`src/logic/rispc_pkg.sv`:
```
// package: register map, field positions, reset values and timing for the reference select block
package rispc_pkg;
  localparam int          RISPC_NUM_REGS      = 124;
  localparam int          RISPC_ADDR_W        = 7;
  // register numbers (byte-wide registers)
  localparam logic [6:0]  RISPC_R_PLLDIV_A    = 7'h18; // [2:0] ref divider-1, [3] doubler, [4] keep secondary
  localparam logic [6:0]  RISPC_R_PRESC       = 7'h19; // [4:0] prescaler-1
  localparam logic [6:0]  RISPC_R_POSTDIV     = 7'h1A; // [3:0] post-divider value
  localparam logic [6:0]  RISPC_R_CHANNEL_DIVIDER      = 7'h1B; // [7:0] channel divider-1
  localparam logic [6:0]  RISPC_R_OUTSEL      = 7'h1C; // [0] output source, 1 = pll
  localparam logic [6:0]  RISPC_R_INBUF       = 7'h1D; // [5:0] bias/termination switches
  localparam logic [6:0]  RISPC_R_INT_HI      = 7'h1E; // [3:0] integer bits 11:8
  localparam logic [6:0]  RISPC_R_INT_LO      = 7'h1F;
  localparam logic [6:0]  RISPC_R_NUM_2       = 7'h20; // [5:0] numerator bits 21:16
  localparam logic [6:0]  RISPC_R_NUM_1       = 7'h21;
  localparam logic [6:0]  RISPC_R_NUM_0       = 7'h22;
  localparam logic [6:0]  RISPC_R_DEN_2       = 7'h23;
  localparam logic [6:0]  RISPC_R_DEN_1       = 7'h24;
  localparam logic [6:0]  RISPC_R_DEN_0       = 7'h25;
  localparam logic [6:0]  RISPC_R_STATUS      = 7'h26; // read only
  localparam logic [6:0]  RISPC_R_MUXCTL      = 7'h32; // [1:0] select, [7:4] buffer type
  localparam logic [6:0]  RISPC_R_SWCTL       = 7'h33; // [2] keep-alive
  // field positions
  localparam int          RISPC_B_DOUBLER     = 3;
  localparam int          RISPC_B_KEEPALIVE   = 2;
  // reset values
  localparam logic [7:0]  RISPC_RST_ZERO      = 8'h00;
  localparam logic [11:0] RISPC_RST_INT       = 12'h001;
  localparam logic [21:0] RISPC_RST_DEN       = 22'h000001;
  localparam logic [3:0]  RISPC_RST_POST      = 4'h2;
  localparam logic [3:0]  RISPC_POST_MIN      = 4'h2;
  localparam logic [3:0]  RISPC_POST_MAX      = 4'h8;
  localparam logic [7:0]  RISPC_RST_SWCTL     = 8'h04;
  // availability monitor timing and switch guard gap
  localparam int          RISPC_CLK_MHZ       = 125;
  localparam int          RISPC_LOSS_TIME_NS  = 400;
  localparam int          RISPC_LOSS_CYC      = (RISPC_LOSS_TIME_NS * RISPC_CLK_MHZ) / 1000;
  localparam int          RISPC_GUARD_CYC     = 4;
  // three-level select pin encoding
  localparam logic [1:0]  RISPC_PIN_LOW       = 2'h0;
  localparam logic [1:0]  RISPC_PIN_MID       = 2'h1;
  localparam logic [1:0]  RISPC_PIN_HIGH      = 2'h2;
  typedef enum logic [1:0] {
    RISPC_ST_PRI  = 2'h0,
    RISPC_ST_GAP  = 2'h1,
    RISPC_ST_SEC  = 2'h2
  } rispc_sel_e;
endpackage

```
`src/logic/rispc_glitchless_mux.sv`:
```
// glitch-free reference switch: old source off, guard gap, then new source on
`timescale 1ns/1ps
module rispc_glitchless_mux
  import rispc_pkg::*;
(
  input  wire logic core_clk,
  input  wire logic srst,
  input  wire logic clk_en,
  input  wire logic want_sec,
  output logic      use_sec,
  output logic      gate_open
);
  rispc_sel_e  st_reg;
  logic [3:0]  gap_reg;

  // a switch always passes through a closed gap, so no runt pulse reaches the pll
  always_ff @(posedge core_clk) begin
    if (srst) begin
      st_reg    <= RISPC_ST_PRI;
      gap_reg   <= 4'h0;
      use_sec   <= 1'b0;
      gate_open <= 1'b1;
    end else if (clk_en) begin
      case (st_reg)
        RISPC_ST_PRI, RISPC_ST_SEC: begin
          if (want_sec != use_sec) begin
            st_reg    <= RISPC_ST_GAP;
            gate_open <= 1'b0;
            gap_reg   <= 4'h0;
          end
        end
        RISPC_ST_GAP: begin
          if (gap_reg == 4'(RISPC_GUARD_CYC - 1)) begin
            use_sec   <= want_sec;
            gate_open <= 1'b1;
            st_reg    <= want_sec ? RISPC_ST_SEC : RISPC_ST_PRI;
          end else begin
            gap_reg <= gap_reg + 4'h1;
          end
        end
        default: begin
          st_reg <= RISPC_ST_PRI;
        end
      endcase
    end
  end
endmodule

```
`src/logic/rispc_ref_monitor.sv`:
```
// reference availability monitor: a reference is lost when its edge activity stalls
`timescale 1ns/1ps
module rispc_ref_monitor
  import rispc_pkg::*;
#(
  parameter int LOSS_CYC = RISPC_LOSS_CYC
) (
  input  wire logic core_clk,
  input  wire logic srst,
  input  wire logic clk_en,
  input  wire logic ref_sample,
  output logic      ref_ok
);
  logic [15:0] idle_reg;
  logic        last_reg;

  // count cycles since the last edge of the sampled reference
  always_ff @(posedge core_clk) begin
    if (srst) begin
      idle_reg <= 16'h0000;
      last_reg <= 1'b0;
      ref_ok   <= 1'b0;
    end else if (clk_en) begin
      last_reg <= ref_sample;
      if (ref_sample != last_reg) begin
        idle_reg <= 16'h0000;
        ref_ok   <= 1'b1;
      end else if (idle_reg >= 16'(LOSS_CYC)) begin
        ref_ok   <= 1'b0;
      end else begin
        idle_reg <= idle_reg + 16'h0001;
      end
    end
  end
endmodule

```
`src/logic/rispc_top.sv`:
```
// reference input selection, loss indication and pll divider configuration registers
//
// The implementer's own choices: strobed register access and the register addresses.
`timescale 1ns/1ps
// Summary of operation
// - 124 byte registers, numbered from zero
// - bits named register dot bit position
// - vco from ref, R, D, int+frac, M
// - feedback integer 12 bits, 1 to 4095
// - numerator and denominator 22 bits each
// - ref divider 1..8, one on secondary
// - prescaler 5 bits, divide 1..32
// - doubler gives one or two
// - channel divider 8 bits, 1..256
// - post-divider only two through eight
// - switching between references is glitch free
// - auto mode leaves lost primary
// - auto mode returns to recovered primary
// - both lost: wait on secondary
// - both lost: loss flag, outputs disabled
// - select field and three-level pin decode
// - no keep-alive: drop secondary after return
// - bias bit per input for ac coupling
// - buffer type and termination patterns
module rispc_top
  import rispc_pkg::*;
#(
  parameter int LOSS_CYC = RISPC_LOSS_CYC
) (
  input  wire logic        core_clk,
  input  wire logic        srst,
  input  wire logic        clk_en,
  input  wire logic [6:0]  reg_addr,
  input  wire logic [7:0]  reg_wdata,
  input  wire logic        reg_wr,
  input  wire logic        reg_rd,
  output logic      [7:0]  reg_rdata,
  input  wire logic        primary_reference,
  input  wire logic        secondary_reference,
  input  wire logic [1:0]  ref_choice_pin,
  output logic             ref_use_secondary,
  output logic             ref_gate_open,
  output logic             both_refs_lost,
  output logic             pll_outputs_enable,
  output logic             secondary_path_enable,
  output logic [2:0]       ref_div_m1,
  output logic             doubler_en,
  output logic [11:0]      fb_integer,
  output logic [21:0]      fb_numerator,
  output logic [21:0]      fraction_denominator,
  output logic [4:0]       prescale_m1,
  output logic [3:0]       post_divider,
  output logic [7:0]       channel_divider_m1,
  output logic             output_source_selector,
  output logic [5:0]       inbuf_switches,
  output logic [3:0]       inbuf_type
);
  logic [7:0]  plldiv_reg;
  logic [7:0]  presc_reg;
  logic [7:0]  channel_divider_reg;
  logic [7:0]  outsel_reg;
  logic [7:0]  inbuf_reg;
  logic [7:0]  muxctl_reg;
  logic [7:0]  swctl_reg;
  logic [3:0]  post_reg;
  logic [11:0] int_reg;
  logic [21:0] num_reg;
  logic [21:0] den_reg;
  logic        pri_ok;
  logic        sec_ok;
  logic        want_sec;
  logic        auto_mode;
  logic        manual_sec;
  logic        mux_sec;
  logic        mux_open;
  logic        ever_sec_reg;
  logic        sec_off_reg;

  // register number n maps straight to address n, byte wide
  function automatic logic in_map(input logic [6:0] a);
    in_map = (7'(a) < 7'(RISPC_NUM_REGS));
  endfunction

  // integer field: zero is not a legal divide, keep old value
  function automatic logic [11:0] int_fix(input logic [11:0] cur, input logic [11:0] nv);
    int_fix = (nv == 12'h000) ? cur : nv;
  endfunction

  // write side of the configuration registers
  always_ff @(posedge core_clk) begin
    if (srst) begin
      plldiv_reg <= RISPC_RST_ZERO;
      presc_reg  <= RISPC_RST_ZERO;
      channel_divider_reg <= RISPC_RST_ZERO;
      outsel_reg <= RISPC_RST_ZERO;
      inbuf_reg  <= RISPC_RST_ZERO;
      muxctl_reg <= RISPC_RST_ZERO;
      swctl_reg  <= RISPC_RST_SWCTL;
    end else if (clk_en && reg_wr && in_map(reg_addr)) begin
      case (reg_addr)
        RISPC_R_PLLDIV_A: plldiv_reg <= reg_wdata & 8'h1F;
        RISPC_R_PRESC:    presc_reg  <= reg_wdata & 8'h1F;
        RISPC_R_CHANNEL_DIVIDER:   channel_divider_reg <= reg_wdata;
        RISPC_R_OUTSEL:   outsel_reg <= reg_wdata & 8'h01;
        RISPC_R_INBUF:    inbuf_reg  <= reg_wdata & 8'h3F;
        RISPC_R_MUXCTL:   muxctl_reg <= reg_wdata & 8'hF3;
        RISPC_R_SWCTL:    swctl_reg  <= reg_wdata & 8'h04;
        default: begin
        end
      endcase
    end
  end

  // post-divider accepts only 2..8, other writes are dropped
  always_ff @(posedge core_clk) begin
    if (srst) begin
      post_reg <= RISPC_RST_POST;
    end else if (clk_en && reg_wr && reg_addr == RISPC_R_POSTDIV) begin
      if (reg_wdata[3:0] >= RISPC_POST_MIN && reg_wdata[3:0] <= RISPC_POST_MAX && reg_wdata[7:4] == 4'h0) begin
        post_reg <= reg_wdata[3:0];
      end
    end
  end

  // feedback integer and fraction, split over byte registers
  always_ff @(posedge core_clk) begin
    if (srst) begin
      int_reg <= RISPC_RST_INT;
      num_reg <= 22'h000000;
      den_reg <= RISPC_RST_DEN;
    end else if (clk_en && reg_wr) begin
      case (reg_addr)
        RISPC_R_INT_HI: int_reg <= int_fix(int_reg, {reg_wdata[3:0], int_reg[7:0]});
        RISPC_R_INT_LO: int_reg <= int_fix(int_reg, {int_reg[11:8], reg_wdata});
        RISPC_R_NUM_2:  num_reg <= {reg_wdata[5:0], num_reg[15:0]};
        RISPC_R_NUM_1:  num_reg <= {num_reg[21:16], reg_wdata, num_reg[7:0]};
        RISPC_R_NUM_0:  num_reg <= {num_reg[21:8], reg_wdata};
        // a zero denominator would make the fraction undefined, so the old value stays
        RISPC_R_DEN_2: begin
          if ({reg_wdata[5:0], den_reg[15:0]} != 22'h0) begin
            den_reg <= {reg_wdata[5:0], den_reg[15:0]};
          end
        end
        RISPC_R_DEN_1: begin
          if ({den_reg[21:16], reg_wdata, den_reg[7:0]} != 22'h0) begin
            den_reg <= {den_reg[21:16], reg_wdata, den_reg[7:0]};
          end
        end
        RISPC_R_DEN_0: begin
          if ({den_reg[21:8], reg_wdata} != 22'h0) begin
            den_reg <= {den_reg[21:8], reg_wdata};
          end
        end
        default: begin
        end
      endcase
    end
  end

  // read data valid one cycle after the strobe only; unmapped reads give zero
  always_ff @(posedge core_clk) begin
    if (srst) begin
      reg_rdata <= 8'h00;
    end else if (clk_en) begin
      reg_rdata <= 8'h00;
      if (reg_rd && in_map(reg_addr)) begin
        case (reg_addr)
          RISPC_R_PLLDIV_A: reg_rdata <= plldiv_reg;
          RISPC_R_PRESC:    reg_rdata <= presc_reg;
          RISPC_R_POSTDIV:  reg_rdata <= {4'h0, post_reg};
          RISPC_R_CHANNEL_DIVIDER:   reg_rdata <= channel_divider_reg;
          RISPC_R_OUTSEL:   reg_rdata <= outsel_reg;
          RISPC_R_INBUF:    reg_rdata <= inbuf_reg;
          RISPC_R_INT_HI:   reg_rdata <= {4'h0, int_reg[11:8]};
          RISPC_R_INT_LO:   reg_rdata <= int_reg[7:0];
          RISPC_R_NUM_2:    reg_rdata <= {2'h0, num_reg[21:16]};
          RISPC_R_NUM_1:    reg_rdata <= num_reg[15:8];
          RISPC_R_NUM_0:    reg_rdata <= num_reg[7:0];
          RISPC_R_DEN_2:    reg_rdata <= {2'h0, den_reg[21:16]};
          RISPC_R_DEN_1:    reg_rdata <= den_reg[15:8];
          RISPC_R_DEN_0:    reg_rdata <= den_reg[7:0];
          RISPC_R_STATUS:   reg_rdata <= {3'h0, sec_off_reg, both_refs_lost, ref_use_secondary, sec_ok, pri_ok};
          RISPC_R_MUXCTL:   reg_rdata <= muxctl_reg;
          RISPC_R_SWCTL:    reg_rdata <= swctl_reg;
          default:          reg_rdata <= 8'h00;
        endcase
      end
    end
  end

  // one activity monitor per reference
  rispc_ref_monitor #(.LOSS_CYC(LOSS_CYC)) u_pri_mon (
    .core_clk   (core_clk),
    .srst       (srst),
    .clk_en     (clk_en),
    .ref_sample (primary_reference),
    .ref_ok     (pri_ok)
  );
  rispc_ref_monitor #(.LOSS_CYC(LOSS_CYC)) u_sec_mon (
    .core_clk   (core_clk),
    .srst       (srst),
    .clk_en     (clk_en),
    .ref_sample (secondary_reference),
    .ref_ok     (sec_ok)
  );

  // mode decode from the two select bits and the three-level pin
  always_comb begin
    auto_mode  = 1'b0;
    manual_sec = 1'b0;
    case (muxctl_reg[1:0])
      2'h0: auto_mode = 1'b1;
      2'h1: begin
        auto_mode  = (ref_choice_pin == RISPC_PIN_HIGH);
        manual_sec = (ref_choice_pin == RISPC_PIN_MID);
      end
      2'h2: manual_sec = 1'b0;
      default: manual_sec = 1'b1;
    endcase
  end

  // auto: leave a dead primary, come back when it returns, park on secondary if both are dead
  always_comb begin
    if (auto_mode) begin
      want_sec = !pri_ok;
    end else begin
      want_sec = manual_sec;
    end
  end

  rispc_glitchless_mux u_mux (
    .core_clk  (core_clk),
    .srst      (srst),
    .clk_en    (clk_en),
    .want_sec  (want_sec),
    .use_sec   (mux_sec),
    .gate_open (mux_open)
  );

  // one-shot return: drop the secondary path once back on primary without keep-alive
  always_ff @(posedge core_clk) begin
    if (srst) begin
      ever_sec_reg <= 1'b0;
      sec_off_reg  <= 1'b0;
    end else if (clk_en) begin
      if (mux_sec) begin
        ever_sec_reg <= 1'b1;
      end
      if (swctl_reg[RISPC_B_KEEPALIVE] || !auto_mode) begin
        sec_off_reg <= 1'b0;
      end else if (ever_sec_reg && !mux_sec && mux_open) begin
        sec_off_reg <= 1'b1;
      end
    end
  end

  // status and mux outputs, each from a flip-flop
  always_ff @(posedge core_clk) begin
    if (srst) begin
      ref_use_secondary     <= 1'b0;
      ref_gate_open         <= 1'b0;
      both_refs_lost        <= 1'b0;
      pll_outputs_enable    <= 1'b0;
      secondary_path_enable <= 1'b1;
    end else if (clk_en) begin
      ref_use_secondary     <= mux_sec;
      ref_gate_open         <= mux_open;
      both_refs_lost        <= !pri_ok && !sec_ok;
      pll_outputs_enable    <= pri_ok || sec_ok;
      secondary_path_enable <= !sec_off_reg;
    end
  end

  // divider fields to the analog side; R forced to one on secondary
  always_ff @(posedge core_clk) begin
    if (srst) begin
      ref_div_m1             <= 3'h0;
      doubler_en             <= 1'b0;
      fb_integer             <= RISPC_RST_INT;
      fb_numerator           <= 22'h000000;
      fraction_denominator   <= RISPC_RST_DEN;
      prescale_m1            <= 5'h00;
      post_divider           <= RISPC_RST_POST;
      channel_divider_m1     <= 8'h00;
      output_source_selector <= 1'b0;
      inbuf_switches         <= 6'h00;
      inbuf_type             <= 4'h0;
    end else if (clk_en) begin
      ref_div_m1             <= mux_sec ? 3'h0 : plldiv_reg[2:0];
      doubler_en             <= plldiv_reg[RISPC_B_DOUBLER];
      fb_integer             <= int_reg;
      fb_numerator           <= num_reg;
      fraction_denominator   <= den_reg;
      prescale_m1            <= presc_reg[4:0];
      post_divider           <= post_reg;
      channel_divider_m1     <= channel_divider_reg;
      output_source_selector <= outsel_reg[0];
      inbuf_switches         <= inbuf_reg[5:0];
      inbuf_type             <= muxctl_reg[7:4];
    end
  end
endmodule
```
`config.mk`:
```
export PLATFORM = sky130hd
export DESIGN_NAME = rispc_top
export DESIGN_NICKNAME = d
export VERILOG_FILES = /design/src/logic/rispc_pkg.sv /design/src/logic/rispc_glitchless_mux.sv /design/src/logic/rispc_ref_monitor.sv /design/src/logic/rispc_top.sv
export SDC_FILE = /design/constraint.sdc
export NUM_CORES = 1
export LEC_CHECK = 0
export BUFFER_PORTS_ARGS = -buffer_cell sky130_fd_sc_hd__buf_2
export CORE_ASPECT_RATIO = 0.9
export CORE_MARGIN = 1.5
export CORE_UTILIZATION = 60
export CTS_CLUSTER_SIZE = 24
export DETAILED_ROUTE_END_ITERATION = 16
export PLACE_DENSITY = 0.83
export RECOVER_POWER = 25
export SLEW_MARGIN = 20
export SYNTH_ARGS = -nofsm -noshare
export SYNTH_HDL_FRONTEND = slang
export SYNTH_SLANG_ARGS = --single-unit
```
`constraint.sdc`:
```
create_clock -name core_clk -period 4.3 [get_ports core_clk]
set_clock_uncertainty 0.1 [all_clocks]
set_input_delay 0.86 -clock core_clk [delete_from_list [all_inputs] [get_ports core_clk]]
set_output_delay 0.86 -clock core_clk [all_outputs]
set_load 0.02 [all_outputs]
```
Word-level counts from Yosys, hierarchy flattened --
Cells that the tools add are included.
Operators by class: $add $sub $neg 3, $lt $le $gt $ge 5, equality and inequality tests 32, muxes and demuxes 34, bitwise operators 10, reductions and logical operators 56
Operators by type and width (number):
- case mux 8 bit (17 select lines) | 1
- case mux 22 bit (3 select lines) | 2
- 2-to-1 mux 16 bit | 5
- nonzero test 22 bit | 3
- equality test 7 x 6 -> 1 bit, second input constant | 9
- equality test 7 x 5 -> 1 bit, second input constant | 8
- adder 16 x 1 -> 16 bit, second input constant | 2
- greater-or-equal comparator 16 x 6 -> 1 bit, second input constant | 2
- AND reduction 2 bit | 14
- AND reduction 4 bit | 7
- zero test 12 bit | 2
- 2-to-1 mux 8 bit | 3
- case mux 12 bit (2 select lines) | 1
- 2-to-1 mux 22 bit | 1
- AND reduction 5 bit | 3
- 2-to-1 mux 12 bit | 1
- inverter 1 bit | 10
- logical AND 1 bit | 9
- 2-to-1 mux 1 bit | 9
- 2-to-1 mux 4 bit | 2
- != test 2 x 1 -> 1 bit, second input constant | 4
- case mux 4 bit (2 select lines) | 1
- nonzero test 2 bit | 4
- < comparator 7 bit, second input constant | 1
- 18 further kinds | 36
Word-level totals: register bits 239, input port bits 24, output and inout port bits 101, word-level logic and storage cells 185

Longest topological paths before layout --
Gate-level depths: netlist (run 1).
depth after elaboration 7, depth in mapped cells 8, depth with buffers taken out 7

By module --
From an unflattened synthesis (run 1), not the netlist that was laid out.
Second synthesis, totals: cells, all modules 1097, area total of the unflattened synthesis 10263.6 µm²
Modules (own cells, without submodules):
- rispc_top | instances 1, cells an instance 896, area each 8350.5 µm², sequential area each 3903.7 µm²
- rispc_ref_monitor | instances 2, cells an instance 77, area each 737.0 µm², sequential area each 360.3 µm²
- rispc_glitchless_mux | instances 1, cells an instance 47, area each 439.2 µm², sequential area each 160.2 µm²

Worst setup path after synthesis (run 1) --
OpenSTA, ideal clock, no wires.
kind input -> register, from input reg_wdata[6], to register den_reg[0], setup time 0.130 ns, arrival 2.370 ns, required time 4.070 ns, setup slack 1.700 ns, stages on the path 6, path buffers 1, path through clkbuf_1 > nor4_2 > nand4_1 > o2111ai_4 > mux2i_1 > nand2_1
On the way: cells in the longest elaborated chain, start to end 2
RTL lines:
- from (decl) | RTL line rispc_top.sv:34 | input wire logic [7:0] reg_wdata,
- nonzero test 22 bit | RTL line rispc_top.sv:150 | if ({den_reg[21:8], reg_wdata} != 22'h0) begin
- AND reduction 5 bit (no source line)
- to (signal assigned) | RTL line rispc_top.sv:141 | den_reg <= {reg_wdata[5:0], den_reg[15:0]};
- to (signal assigned) | RTL line rispc_top.sv:146 | den_reg <= {den_reg[21:16], reg_wdata, den_reg[7:0]};
- to (signal assigned) | RTL line rispc_top.sv:151 | den_reg <= {den_reg[21:8], reg_wdata};
- to (decl) | RTL line rispc_top.sv:68 | logic [21:0] den_reg;
Every way passes these cells. A chain may end at the register's enable or synchronous reset.

Final worst setup path (run 1) --
from input clk_en, to register u_pri_mon.idle_reg[7]
On the way: cells in the longest elaborated chain, start to end 1
RTL lines:
- from (decl) | RTL line rispc_top.sv:32 | input wire logic clk_en,
- AND reduction 2 bit (no source line)
- to (signal assigned) | RTL line rispc_ref_monitor.sv:31 | idle_reg <= idle_reg + 16'h0001;
- to (decl) | RTL line rispc_ref_monitor.sv:14 | logic [15:0] idle_reg;
Every way passes these cells.

==> results.ini, run 1 <==
[clocking]
clockBufferDepth=3
cts.sinks=239
numCtsBuffers=24
post_cts_buffers=0
cts-resized-gates=0
cts.htree.levels=1
hold_buffers=0
clock_latency_ns=0.52
cts_root_buffer=clkbuf_16
cts_tree=built
clkTransAtPathRegs_ns=0.06

[cells_and_area]
layout-drive-gt1-share=0.1430
fin_nets=1214
nFillCells=1331
n_antenna_cell=0
area_growth_pct=14.34

[critical_path]
reg2reg_slack_ns=2.02
required_ns=4.61
r2r_start=u_sec_mon.idle_reg[12]
cp_num_buf_inv=2
worst_setup_path_end_kind=register
critical-path-top-delay-family=buffers and inverters
r2r_end=u_sec_mon.idle_reg[13]
cp-start-kind=input pin
cp_slowest_cell=clkbuf_2
crit_type=in2reg
ff2ff_path_depth=5
cp.arrival_ns=3.28
critPathMaxFanout=58
critPathMaxStageDelay_ns=1.25
crit_path_cell_trace=buf_6 > clkbuf_2 > a21oi_1 > and2_1

[floorplanning]
io_pins=125
die_y_um=127.1
die-area_sq_mm=0.01790
coreArea_sq_mm=0.01678
die_x_um=140.9
std_cell_rows=45
floorplan.initialDensity=0.6116

[sta]
slew_headroom=-0.06294
whs_ns=0.3598
tightest_slew_ns=1.594
fin_crit_sh=0.6906
fin_tns_setup_ns=0
fmax_ghz=0.3368
slew_violations=144
setup_viol_count_final=0
fin_crit_ns=2.969
hold_viol_final=0
rsz0062_at_grt=no

[synthesis]
async_reset_ff_frac=0
ys_types=76
synth_edf_count=0
synth-seq-area-share=0.4662
synthesis.area_sq_mm=0.01026
synth_cells=1097
yosys_most_used_dff=dfxtp_1
ys_seq_elements=239
yosysWarnings=0
synth.net_count=1126
syn_avg_cell_area_sq_um=9.355

[placement]
portBuffers=124
place_congestion=1.036
dp_hpwl_um=20280

[routing]
drt-wirelength-per-cell_um=20.98
via_per_inst=6.223
drt_wl_total_um=29660
vias=8799
initialDrtViolationCount=872
drt_first_pass_iters=5
ant_nets=0
drc=0

[worst_hold_path]
hp-class=reg2reg
hold_depth=1
hold_end=u_pri_mon.idle_reg[9]
hold_start=u_pri_mon.idle_reg[9]

[run_status]
violations=max-capacitance violations, max-slew violations
status=finished, violations left

[global_routing]
grt_pass1_wl_um=46060
grt_max_degree=85
antenna_found_initial=0
grt_usage=0.3265
grt_pass1_vias=8149
grt_overflow_total=0

[pwr]
share_seq_of_total_power=0.478
p_clk_frac=0.467
power.density_mw_per_mm2=399.6
power.share.combinational=0.055
ir_drop_v=0.0003625
p_switching_mw=1.077
p_int_mw=3.612
swShare=0.2297
power.static_leakage_nw=4.889

[run]
maxCapViolCount=2

==> layout by cell type, fill, tap and decap left out, drive strengths merged, types with 3 or more instances in the layout <==
master,synthesis,routed
a211oi,5,5
a21o,4,4
a21oi,48,48
a221o,5,5
a221oi,4,4
a22o,3,3
a22oi,5,5
a31oi,11,11
and2,12,12
and3,7,7
and4,4,4
buf,26,100
bufinv,0,3
clkbuf,46,67
clkinv,2,8
dfxtp,239,239
ha,5,5
inv,12,12
mux2,4,4
mux2i,177,177
mux4,3,3
nand2,71,71
nand2b,5,5
nand3,43,43
nand3b,8,8
nand4,17,17
nor2,197,197
nor2b,7,7
nor3,23,23
nor4,19,19
nor4b,4,4
o2111ai,4,4
o21a,9,9
o21ai,15,15
o22ai,3,3
o31ai,4,4
or4,3,3
xnor2,4,4
xor2,6,6
==> layer usage <==
layer,part of all wire,vias to the layer above,global-route usage
met5,0,-,0
met2,0.45,403,0.5245
met1,0.43,4246,0.4537
met3,0.077,82,0.04760
met4,0.038,0,0.1103
li1,-,4068,-
==> synth_stat cells, drive strengths merged (3+ instances only) <==
master	count	share of area
clkbuf	46	0.017
buf	26	0.011
a21oi	48	0.023
nand3	43	0.021
and3	7	0.0043
nand4	17	0.010
and4	4	0.0034
nand3b	8	0.0059
a211oi	5	0.0037
nand2	71	0.026
a21o	4	0.0029
nand2b	5	0.0030
o21ai	15	0.0073
a31oi	11	0.0082
a22o	3	0.0026
mux4	3	0.0066
mux2i	177	0.17
and2	12	0.0073
nor3	23	0.015
a221oi	4	0.0040
o22ai	3	0.0018
nor4b	4	0.0046
o21a	9	0.0066
inv	12	0.0044
nor2	197	0.073
o2111ai	4	0.0068
or4	3	0.0026
nor4	19	0.013
ha	5	0.0061
xor2	6	0.0051
xnor2	4	0.0034
o31ai	4	0.0029
mux2	4	0.0044
dfxtp	239	0.47
a221o	5	0.0049
nor2b	7	0.0043
a22oi	5	0.0037
==> power groups by stage <==
stage	sequential, mW	combinational (mW)	clock [mW]
6_report	2.24	0.259	2.19
5_1_grt	2.24	0.274	2.30
4_1_cts	2.24	0.253	2.21
3_5_place_dp	2.29	0.252	0
3_3_place_gp	2.29	0.251	0
2_1_floorplan	2.29	0.177	0
==> worst max path at each step <==
stage | startpoint | end | slack, ns | cells after the start
after floorplan | reg_wdata[6] | den_reg[0] | 1.70 | 6
after global placement | reg_addr[2] | reg_rdata[2] | 1.11 | 6
after detailed placement | reg_addr[2] | inbuf_reg[2] | 1.03 | 7
after CTS | reg_addr[2] | inbuf_reg[2] | 1.57 | 7
after global routing | clk_en | u_pri_mon.idle_reg[12] | 1.09 | 4
final | clk_en | u_pri_mon.idle_reg[7] | 1.33 | 4
==> cells by family (layout without fill, tap and decap cells) <==
| group | count (synthesis) | after routing | share of synthesized area |
|---|---|---|---|
| muxes | 184 | 184 | 0.1836 |
| DFF | 239 | 239 | 0.4662 |
| adders and majority gates | 5 | 5 | 0.006096 |
| and+or+nand+nor | 434 | 434 | 0.2065 |
| buffers and inverters | 86 | 192 | 0.03328 |
| xor gates and xnor gates | 10 | 10 | 0.008534 |
| AOI/OAI and AO/OA | 139 | 139 | 0.09571 |
==> layout make-up <==
type / instances / area [sq um] / area share
inverter: 14 / 52.55 / 0.004479
timing repair buffer: 134 / 661.9 / 0.05641
clock inverter: 11 / 138.9 / 0.01184
clock buffer: 33 / 695.7 / 0.05929
sequential: 239 / 4785 / 0.4078
tap: 211 / 264.0 / 0.02250
multi-input combinational: 772 / 5136 / 0.4377
==> through the flow <==
stage               instances  setup slack (ns)  power (mW)    util  cell area [sq um]
floorplan                1097             1.700       2.465       -              10260
global placement         1370             1.110       2.539  0.6523              10950
detailed placement       1370             1.030       2.540  0.6523              10950
CTS                      1414             1.572       4.698  0.7021              11780
global route             1414             1.092       4.813  0.6993              11730
finish                   1414             1.331       4.689  0.6993              11730
No activity file was read; power rests on OpenSTA's default activity.
==> run 2: changes to the inputs <==
--- a/config.mk
+++ b/config.mk
@@ -5,13 +5,14 @@
 export SDC_FILE = /design/constraint.sdc
 export NUM_CORES = 1
 export LEC_CHECK = 0
+export ABC_AREA = 1
 export BUFFER_PORTS_ARGS = -buffer_cell sky130_fd_sc_hd__buf_2
 export CORE_ASPECT_RATIO = 0.9
 export CORE_MARGIN = 1.5
-export CORE_UTILIZATION = 60
+export CORE_UTILIZATION = 58
 export CTS_CLUSTER_SIZE = 24
 export DETAILED_ROUTE_END_ITERATION = 16
-export PLACE_DENSITY = 0.83
+export PLACE_DENSITY = 0.81
 export RECOVER_POWER = 25
 export SLEW_MARGIN = 20
 export SYNTH_ARGS = -nofsm -noshare
==> constraint.sdc (replaced) <==
create_clock -name core_clk -period 2.8 [get_ports core_clk]
set_clock_uncertainty 0.1 [all_clocks]
set_input_delay 0.56 -clock core_clk [delete_from_list [all_inputs] [get_ports core_clk]]
set_output_delay 0.56 -clock core_clk [all_outputs]
set_load 0.02 [all_outputs]
==> run 2 against run 1 <==
Effect of this change:
- the run now ends clean
- first-iteration DRC count is 14% higher
- sequential cell count stayed put
- cell area is 2.6% lower
- global-route usage is 0.87 points higher
- worst hold slack worse by 0.16 ns
- critical endpoint is now u_pri_mon.idle_reg[2]
- highest routed layer is now met5
==> results.ini, run 2 <==
[routing]
drt_first_pass_iters=5
drt-wirelength-per-cell_um=18.00
drc=0
initialDrtViolationCount=998
met3_length_um=3029
drt-met1-wl_um=13620
wl_met2_um=12600
via_per_inst=5.747
vias=9558
ant_nets=0
routed.top_layer=met5
drt_wl_total_um=29940

[clocking]
post_cts_buffers=0
cts.htree.levels=1
clockBufferDepth=3
hold_buffers=0
cts-resized-gates=0
numCtsBuffers=23
clock_latency_ns=0.52
cts_tree=built
cts.sinks=239
clkTransAtPathRegs_ns=0.06
cts_root_buffer=clkbuf_16

[critical_path]
required_ns=3.13
cp_slowest_cell=clkbuf_2
critPathMaxFanout=55
cp.arrival_ns=2.64
worst_setup_path_end_kind=register
crit_type=in2reg
crit_top_cell=nand2_1
critPathMaxStageDelay_ns=0.80
crit_path_cell_trace=clkbuf_1 > clkbuf_2 > nand2_1 > nand2_1 > nand2_1 > a21oi_1
cp-start-kind=input pin

[synthesis]
synth_cells=1338
synth.net_count=1367
synth_edf_count=0
ys_seq_elements=239
synthesis.area_sq_mm=0.009842
synth-seq-area-share=0.4861
yosysMostFrequentCell=dfxtp_1
synthTopCellsByCount=dfxtp_1 (239), nor2_1 (194), nand2_1 (185)
synth_top_area_cell=dfxtp_1
yosysWarnings=0
syn_avg_cell_area_sq_um=7.356
synth_area_leaders=dfxtp_1 (49%), o21ai_0 (8.5%), a21oi_1 (7.8%)
async_reset_ff_frac=0
yosys.area.top_type_share=0.4861
yosys_most_used_dff=dfxtp_1
ys_types=32

[sta]
setup_viol_count_final=0
fin_crit_ns=2.310
rsz0062_at_grt=no
tightest_slew_ns=1.395
fin_tns_setup_ns=0
slew_headroom=0.07014
whs_ns=0.2044
hold_viol_final=0
fmax_ghz=0.4329
slew_violations=0
fin_crit_sh=0.8249

[global_routing]
grt_max_degree=91
grt_pass1_wl_um=47090
grt_pass1_vias=8703
grt_usage=0.3352
antenna_found_initial=1
grt_overflow_total=0

[placement]
dp_cells=1622
place_congestion=1.028
dp_hpwl_um=21560
place_area_sq_mm=0.01063
portBuffers=124

[run_status]
status=complete, no violations

[run]
maxCapViolCount=0

[floorplanning]
die-area_sq_mm=0.01776
std_cell_rows=44
floorplan.initialDensity=0.6019
coreArea_sq_mm=0.01635
die_y_um=126.6
io_pins=125
die_x_um=140.3

[worst_hold_path]
hp-class=in2reg

[cells_and_area]
n_antenna_cell=0
most-common-layout-cells=dfxtp_1 (239), nor2_1 (194), nand2_1 (185), o21ai_0 (167), a21oi_1 (154)
fin_nets=1469
final_area_sq_mm=0.01143
area_growth_pct=16.15
layout-drive-gt1-share=0.1442
final_common_cell=dfxtp_1
post-route-util=0.6991
stdcell_count=1663

[pwr]
ir_drop_v=0.0004332
power.static_leakage_nw=4.900
power.density_mw_per_mm2=656.6

-- run 2: cell count changes after synthesis, sizes merged, moves of 9 or more --
cell   change
nor2       +9
nand2    +116
nor4      -17
mux2i    -177
nand3     +42
o21ai    +165
inv      +108
a31oi     -10
a21oi    +106
nand4     +15
and2      -12
o21a       -9
-- run 2: cells by family after synthesis --
kind of cell,synth area share
AO/OA/AOI/OAI,0.1822
XOR/XNOR,0.005340
adder cells (fa/ha/maj),0.006356
buffers and inverters,0.07691
flip-flops,0.4861
AND/OR/NAND/NOR,0.2431
-- run 2: path summary, 6_finish.rpt --
check	from	end	slack, ns	depth (start not counted)
setup / recovery	clk_en	u_pri_mon.idle_reg[2]	0.49	6
hold / removal	secondary_reference	u_sec_mon.last_reg	0.20	3
setup reg to reg	u_sec_mon.idle_reg[0]	u_sec_mon.idle_reg[7]	0.69	10
hold reg to reg	u_pri_mon.idle_reg[8]	u_pri_mon.idle_reg[8]	0.34	2
-- run 2: critical path, delay by kind of cell --
family                 cells  cell delay (ns)
AND/OR/NAND/NOR            3             0.75
buffers and inverters      2             1.13
AO/OA/AOI/OAI              1             0.16
-- run 2: area by class of cell --
cell class / instances / area [sq um]
fillers: 1319 / 4920
flip-flops and latches: 239 / 4785
multi-input cells: 908 / 4300
repair buffers: 145 / 793.3
clock buffers: 30 / 641.9
inverters: 123 / 462.9
well taps: 207 / 259.0
clock inverters: 11 / 188.9
-- run 2: per-stage QoR --
step           setup WS [ns]  power (mW)
3_5_place_dp          0.3539       4.176
4_1_cts               0.7048       7.519
6_report              0.4902       7.505
5_1_grt               0.3236       7.730
3_3_place_gp          0.4011       4.172
2_1_floorplan         0.8783       3.971
-- run 2: power breakdown --
part / leakage (nW) / total (mW) / switching, mW / internal [mW]
clock network: 0.403 / 3.39 / 1.31 / 2.08
registers: 1.94 / 3.53 / 0.0463 / 3.48
logic: 2.55 / 0.585 / 0.424 / 0.160
total: 4.90 / 7.51 / 1.78 / 5.72
-- run 2: routing by layer --
layer | global-route usage | up-vias
met1 | 0.4800 | 4398
met3 | 0.08683 | 56
met2 | 0.5038 | 454
met5 | 0 | -
met4 | 0.08731 | 2
li1 | - | 4648
==> run 3: changes to the inputs <==
--- a/config.mk
+++ b/config.mk
@@ -5,7 +5,7 @@
 export SDC_FILE = /design/constraint.sdc
 export NUM_CORES = 1
 export LEC_CHECK = 0
-export ABC_AREA = 1
+export ABC_AREA = 0
 export BUFFER_PORTS_ARGS = -buffer_cell sky130_fd_sc_hd__buf_2
 export CORE_ASPECT_RATIO = 0.9
 export CORE_MARGIN = 1.5
==> constraint.sdc (replaced) <==
create_clock -name core_clk -period 2.2 [get_ports core_clk]
set_clock_uncertainty 0.1 [all_clocks]
set_input_delay 0.44 -clock core_clk [delete_from_list [all_inputs] [get_ports core_clk]]
set_output_delay 0.44 -clock core_clk [all_outputs]
set_load 0.02 [all_outputs]
==> run 3 against run 2 <==
Effect of this change:
- clock power grew 24%
- routed wire length grew 5.2%
- worst hold slack worse by 0.11 ns
- total power rose by 23%
- die area increased by 4.2%
- sequential share of layout area is 3.8 points lower
- setup slack got worse by 0.41 ns
- register-to-register slack worse by 0.61 ns
- critical path depth up 1
- sequential cell count unchanged
- first-iteration DRC count fell by 28%
- global-route usage grew 0.66 points
- critical endpoint is now u_sec_mon.idle_reg[10]
==> results.ini, run 3 (synthesized netlist as in run 1, its figures left out) <==
[pwr]
ir_drop_v=0.0006209
power_mw=9.201
power.static_leakage_nw=5.498
power.density_mw_per_mm2=730.9

[clocking]
clock_latency_ns=0.51
clkTransAtPathRegs_ns=0.06
clockBufferDepth=3
cts_root_buffer=clkbuf_16
cts_tree=built
cts.sinks=239
numCtsBuffers=24
hold_buffers=0
cts.htree.levels=1

[sta]
slew_headroom=0.3009
tightest_slew_ns=1.049
slew_violations=0
hold_viol_final=0
fin_crit_ns=2.122
fmax_ghz=0.4713
setup_viol_count_final=0
fin_crit_sh=0.9644

[cells_and_area]
final_common_cell=dfxtp_1
n_antenna_cell=0
post-route-util=0.7355
fin_nets=1306
area_growth_pct=22.66
most-common-layout-cells=dfxtp_1 (238), nor2_1 (194), mux2i_1 (177), buf_2 (122), buf_4 (94)
layout-drive-gt1-share=0.2317
final_area_sq_mm=0.01259

[floorplanning]
io_pins=125
coreArea_sq_mm=0.01712
die-area_sq_mm=0.01850
die_x_um=143.2
die_y_um=129.2
std_cell_rows=45
floorplan.initialDensity=0.5996

[worst_hold_path]
hp-class=in2reg
hold_depth=3

[critical_path]
worst_setup_path_end_kind=register
cp-start-kind=register
cp.arrival_ns=2.46
crit_type=reg2reg
critPathMaxFanout=5
ff2ff_path_depth=7
required_ns=2.54

[placement]
dp_hpwl_um=22590
place_congestion=1.019
portBuffers=124
place_area_sq_mm=0.01173

[routing]
drc=0
drt_wl_total_um=31510
initialDrtViolationCount=716
drt_first_pass_iters=7
drt-wirelength-per-cell_um=20.59
ant_nets=0
via_per_inst=5.895
vias=9020

[global_routing]
antenna_found_initial=0
grt_overflow_total=0
grt_pass1_vias=8638
grt_pass1_wl_um=48730
grt_usage=0.3418
grt_max_degree=91

[run_status]
status=complete, no violations

[run]
maxCapViolCount=0

==> run 3: changes by cell type in the layout (fill, tap and decap cells not counted), moves of 10 or more <==
| cell | change |
|---|---|
| a21oi_1 | -107 |
| and2_1 | +12 |
| buf_4 | +78 |
| inv_1 | -97 |
| inv_2 | -10 |
| mux2i_1 | +177 |
| nand2_1 | -114 |
| nand3_1 | -41 |
| nand4_1 | -14 |
| nor3_1 | -11 |
| nor4_1 | +13 |
| o21ai_0 | -153 |
| o21ai_1 | -12 |
==> run 3: where the power goes <==
part	switching [mW]	total (mW)	internal, mW
registers	0.0261	4.38	4.35
clock network	1.70	4.21	2.50
logic	0.399	0.619	0.220
total	2.13	9.20	7.07
==> run 3: layout make-up <==
cell class | instances | area, sq um
clock buffer | 29 | 660.6
clock inverter | 15 | 161.4
fill | 1312 | 4528
inverter | 14 | 52.55
multi-input combinational | 772 | 5171
sequential | 239 | 4786
tap | 235 | 294.0
timing repair buffer | 226 | 1463
==> run 3: worst paths after layout <==
kind	from	end	slack, ns
hold / removal	secondary_reference	u_sec_mon.last_reg	0.09
hold reg to reg	u_pri_mon.idle_reg[13]	u_pri_mon.idle_reg[13]	0.36
setup reg to reg	u_sec_mon.idle_reg[0]	u_sec_mon.idle_reg[10]	0.08
setup / recovery	u_sec_mon.idle_reg[0]	u_sec_mon.idle_reg[10]	0.08
==> run 3: stage by stage <==
| stage | setup slack, ns | hold slack, ns | setup TNS, ns | std cells |
|---|---|---|---|---|
| final | 0.07828 | 0.09387 | 0 | 1530 |
| after global routing | -0.002221 | 0.1075 | -0.002221 | 1530 |
| after CTS | 0.01012 | 0.09038 | 0 | 1529 |
| after detailed placement | -0.2463 | 0.3460 | -4.287 | 1485 |
| after global placement | -0.2427 | 0.3439 | -3.270 | 1485 |
| after floorplan | 0.02017 | 0.3302 | 0 | 1097 |
==> run 3: timing repair <==
action | in CTS | in global routing
pin swaps | 0 | 3
setup endpoints to repair | 1 | 1
setup buffers | 0 | 1
gates resized for setup | 2 | 5
==> run 3: worst max-delay path: stages, from the launching register on <==
cell and delay, ns:
dfxtp_2 0.35, inv_1 0.07, ha_1 0.21, nor4_2 0.25, o21a_1 0.24, a31oi_4 0.13
or4_4 0.56, a21oi_4 0.15
==> run 3: metal layers <==
metal  routed length [um]  vias up  global-route usage  share of wire
met5                    0        -                   0              0
met4                  883        0             0.09304          0.028
met3                 2541       63             0.06541          0.081
met2                14210      369              0.5533           0.45
met1                13880     4347              0.4702           0.44
li1                     -     4241                   -              -
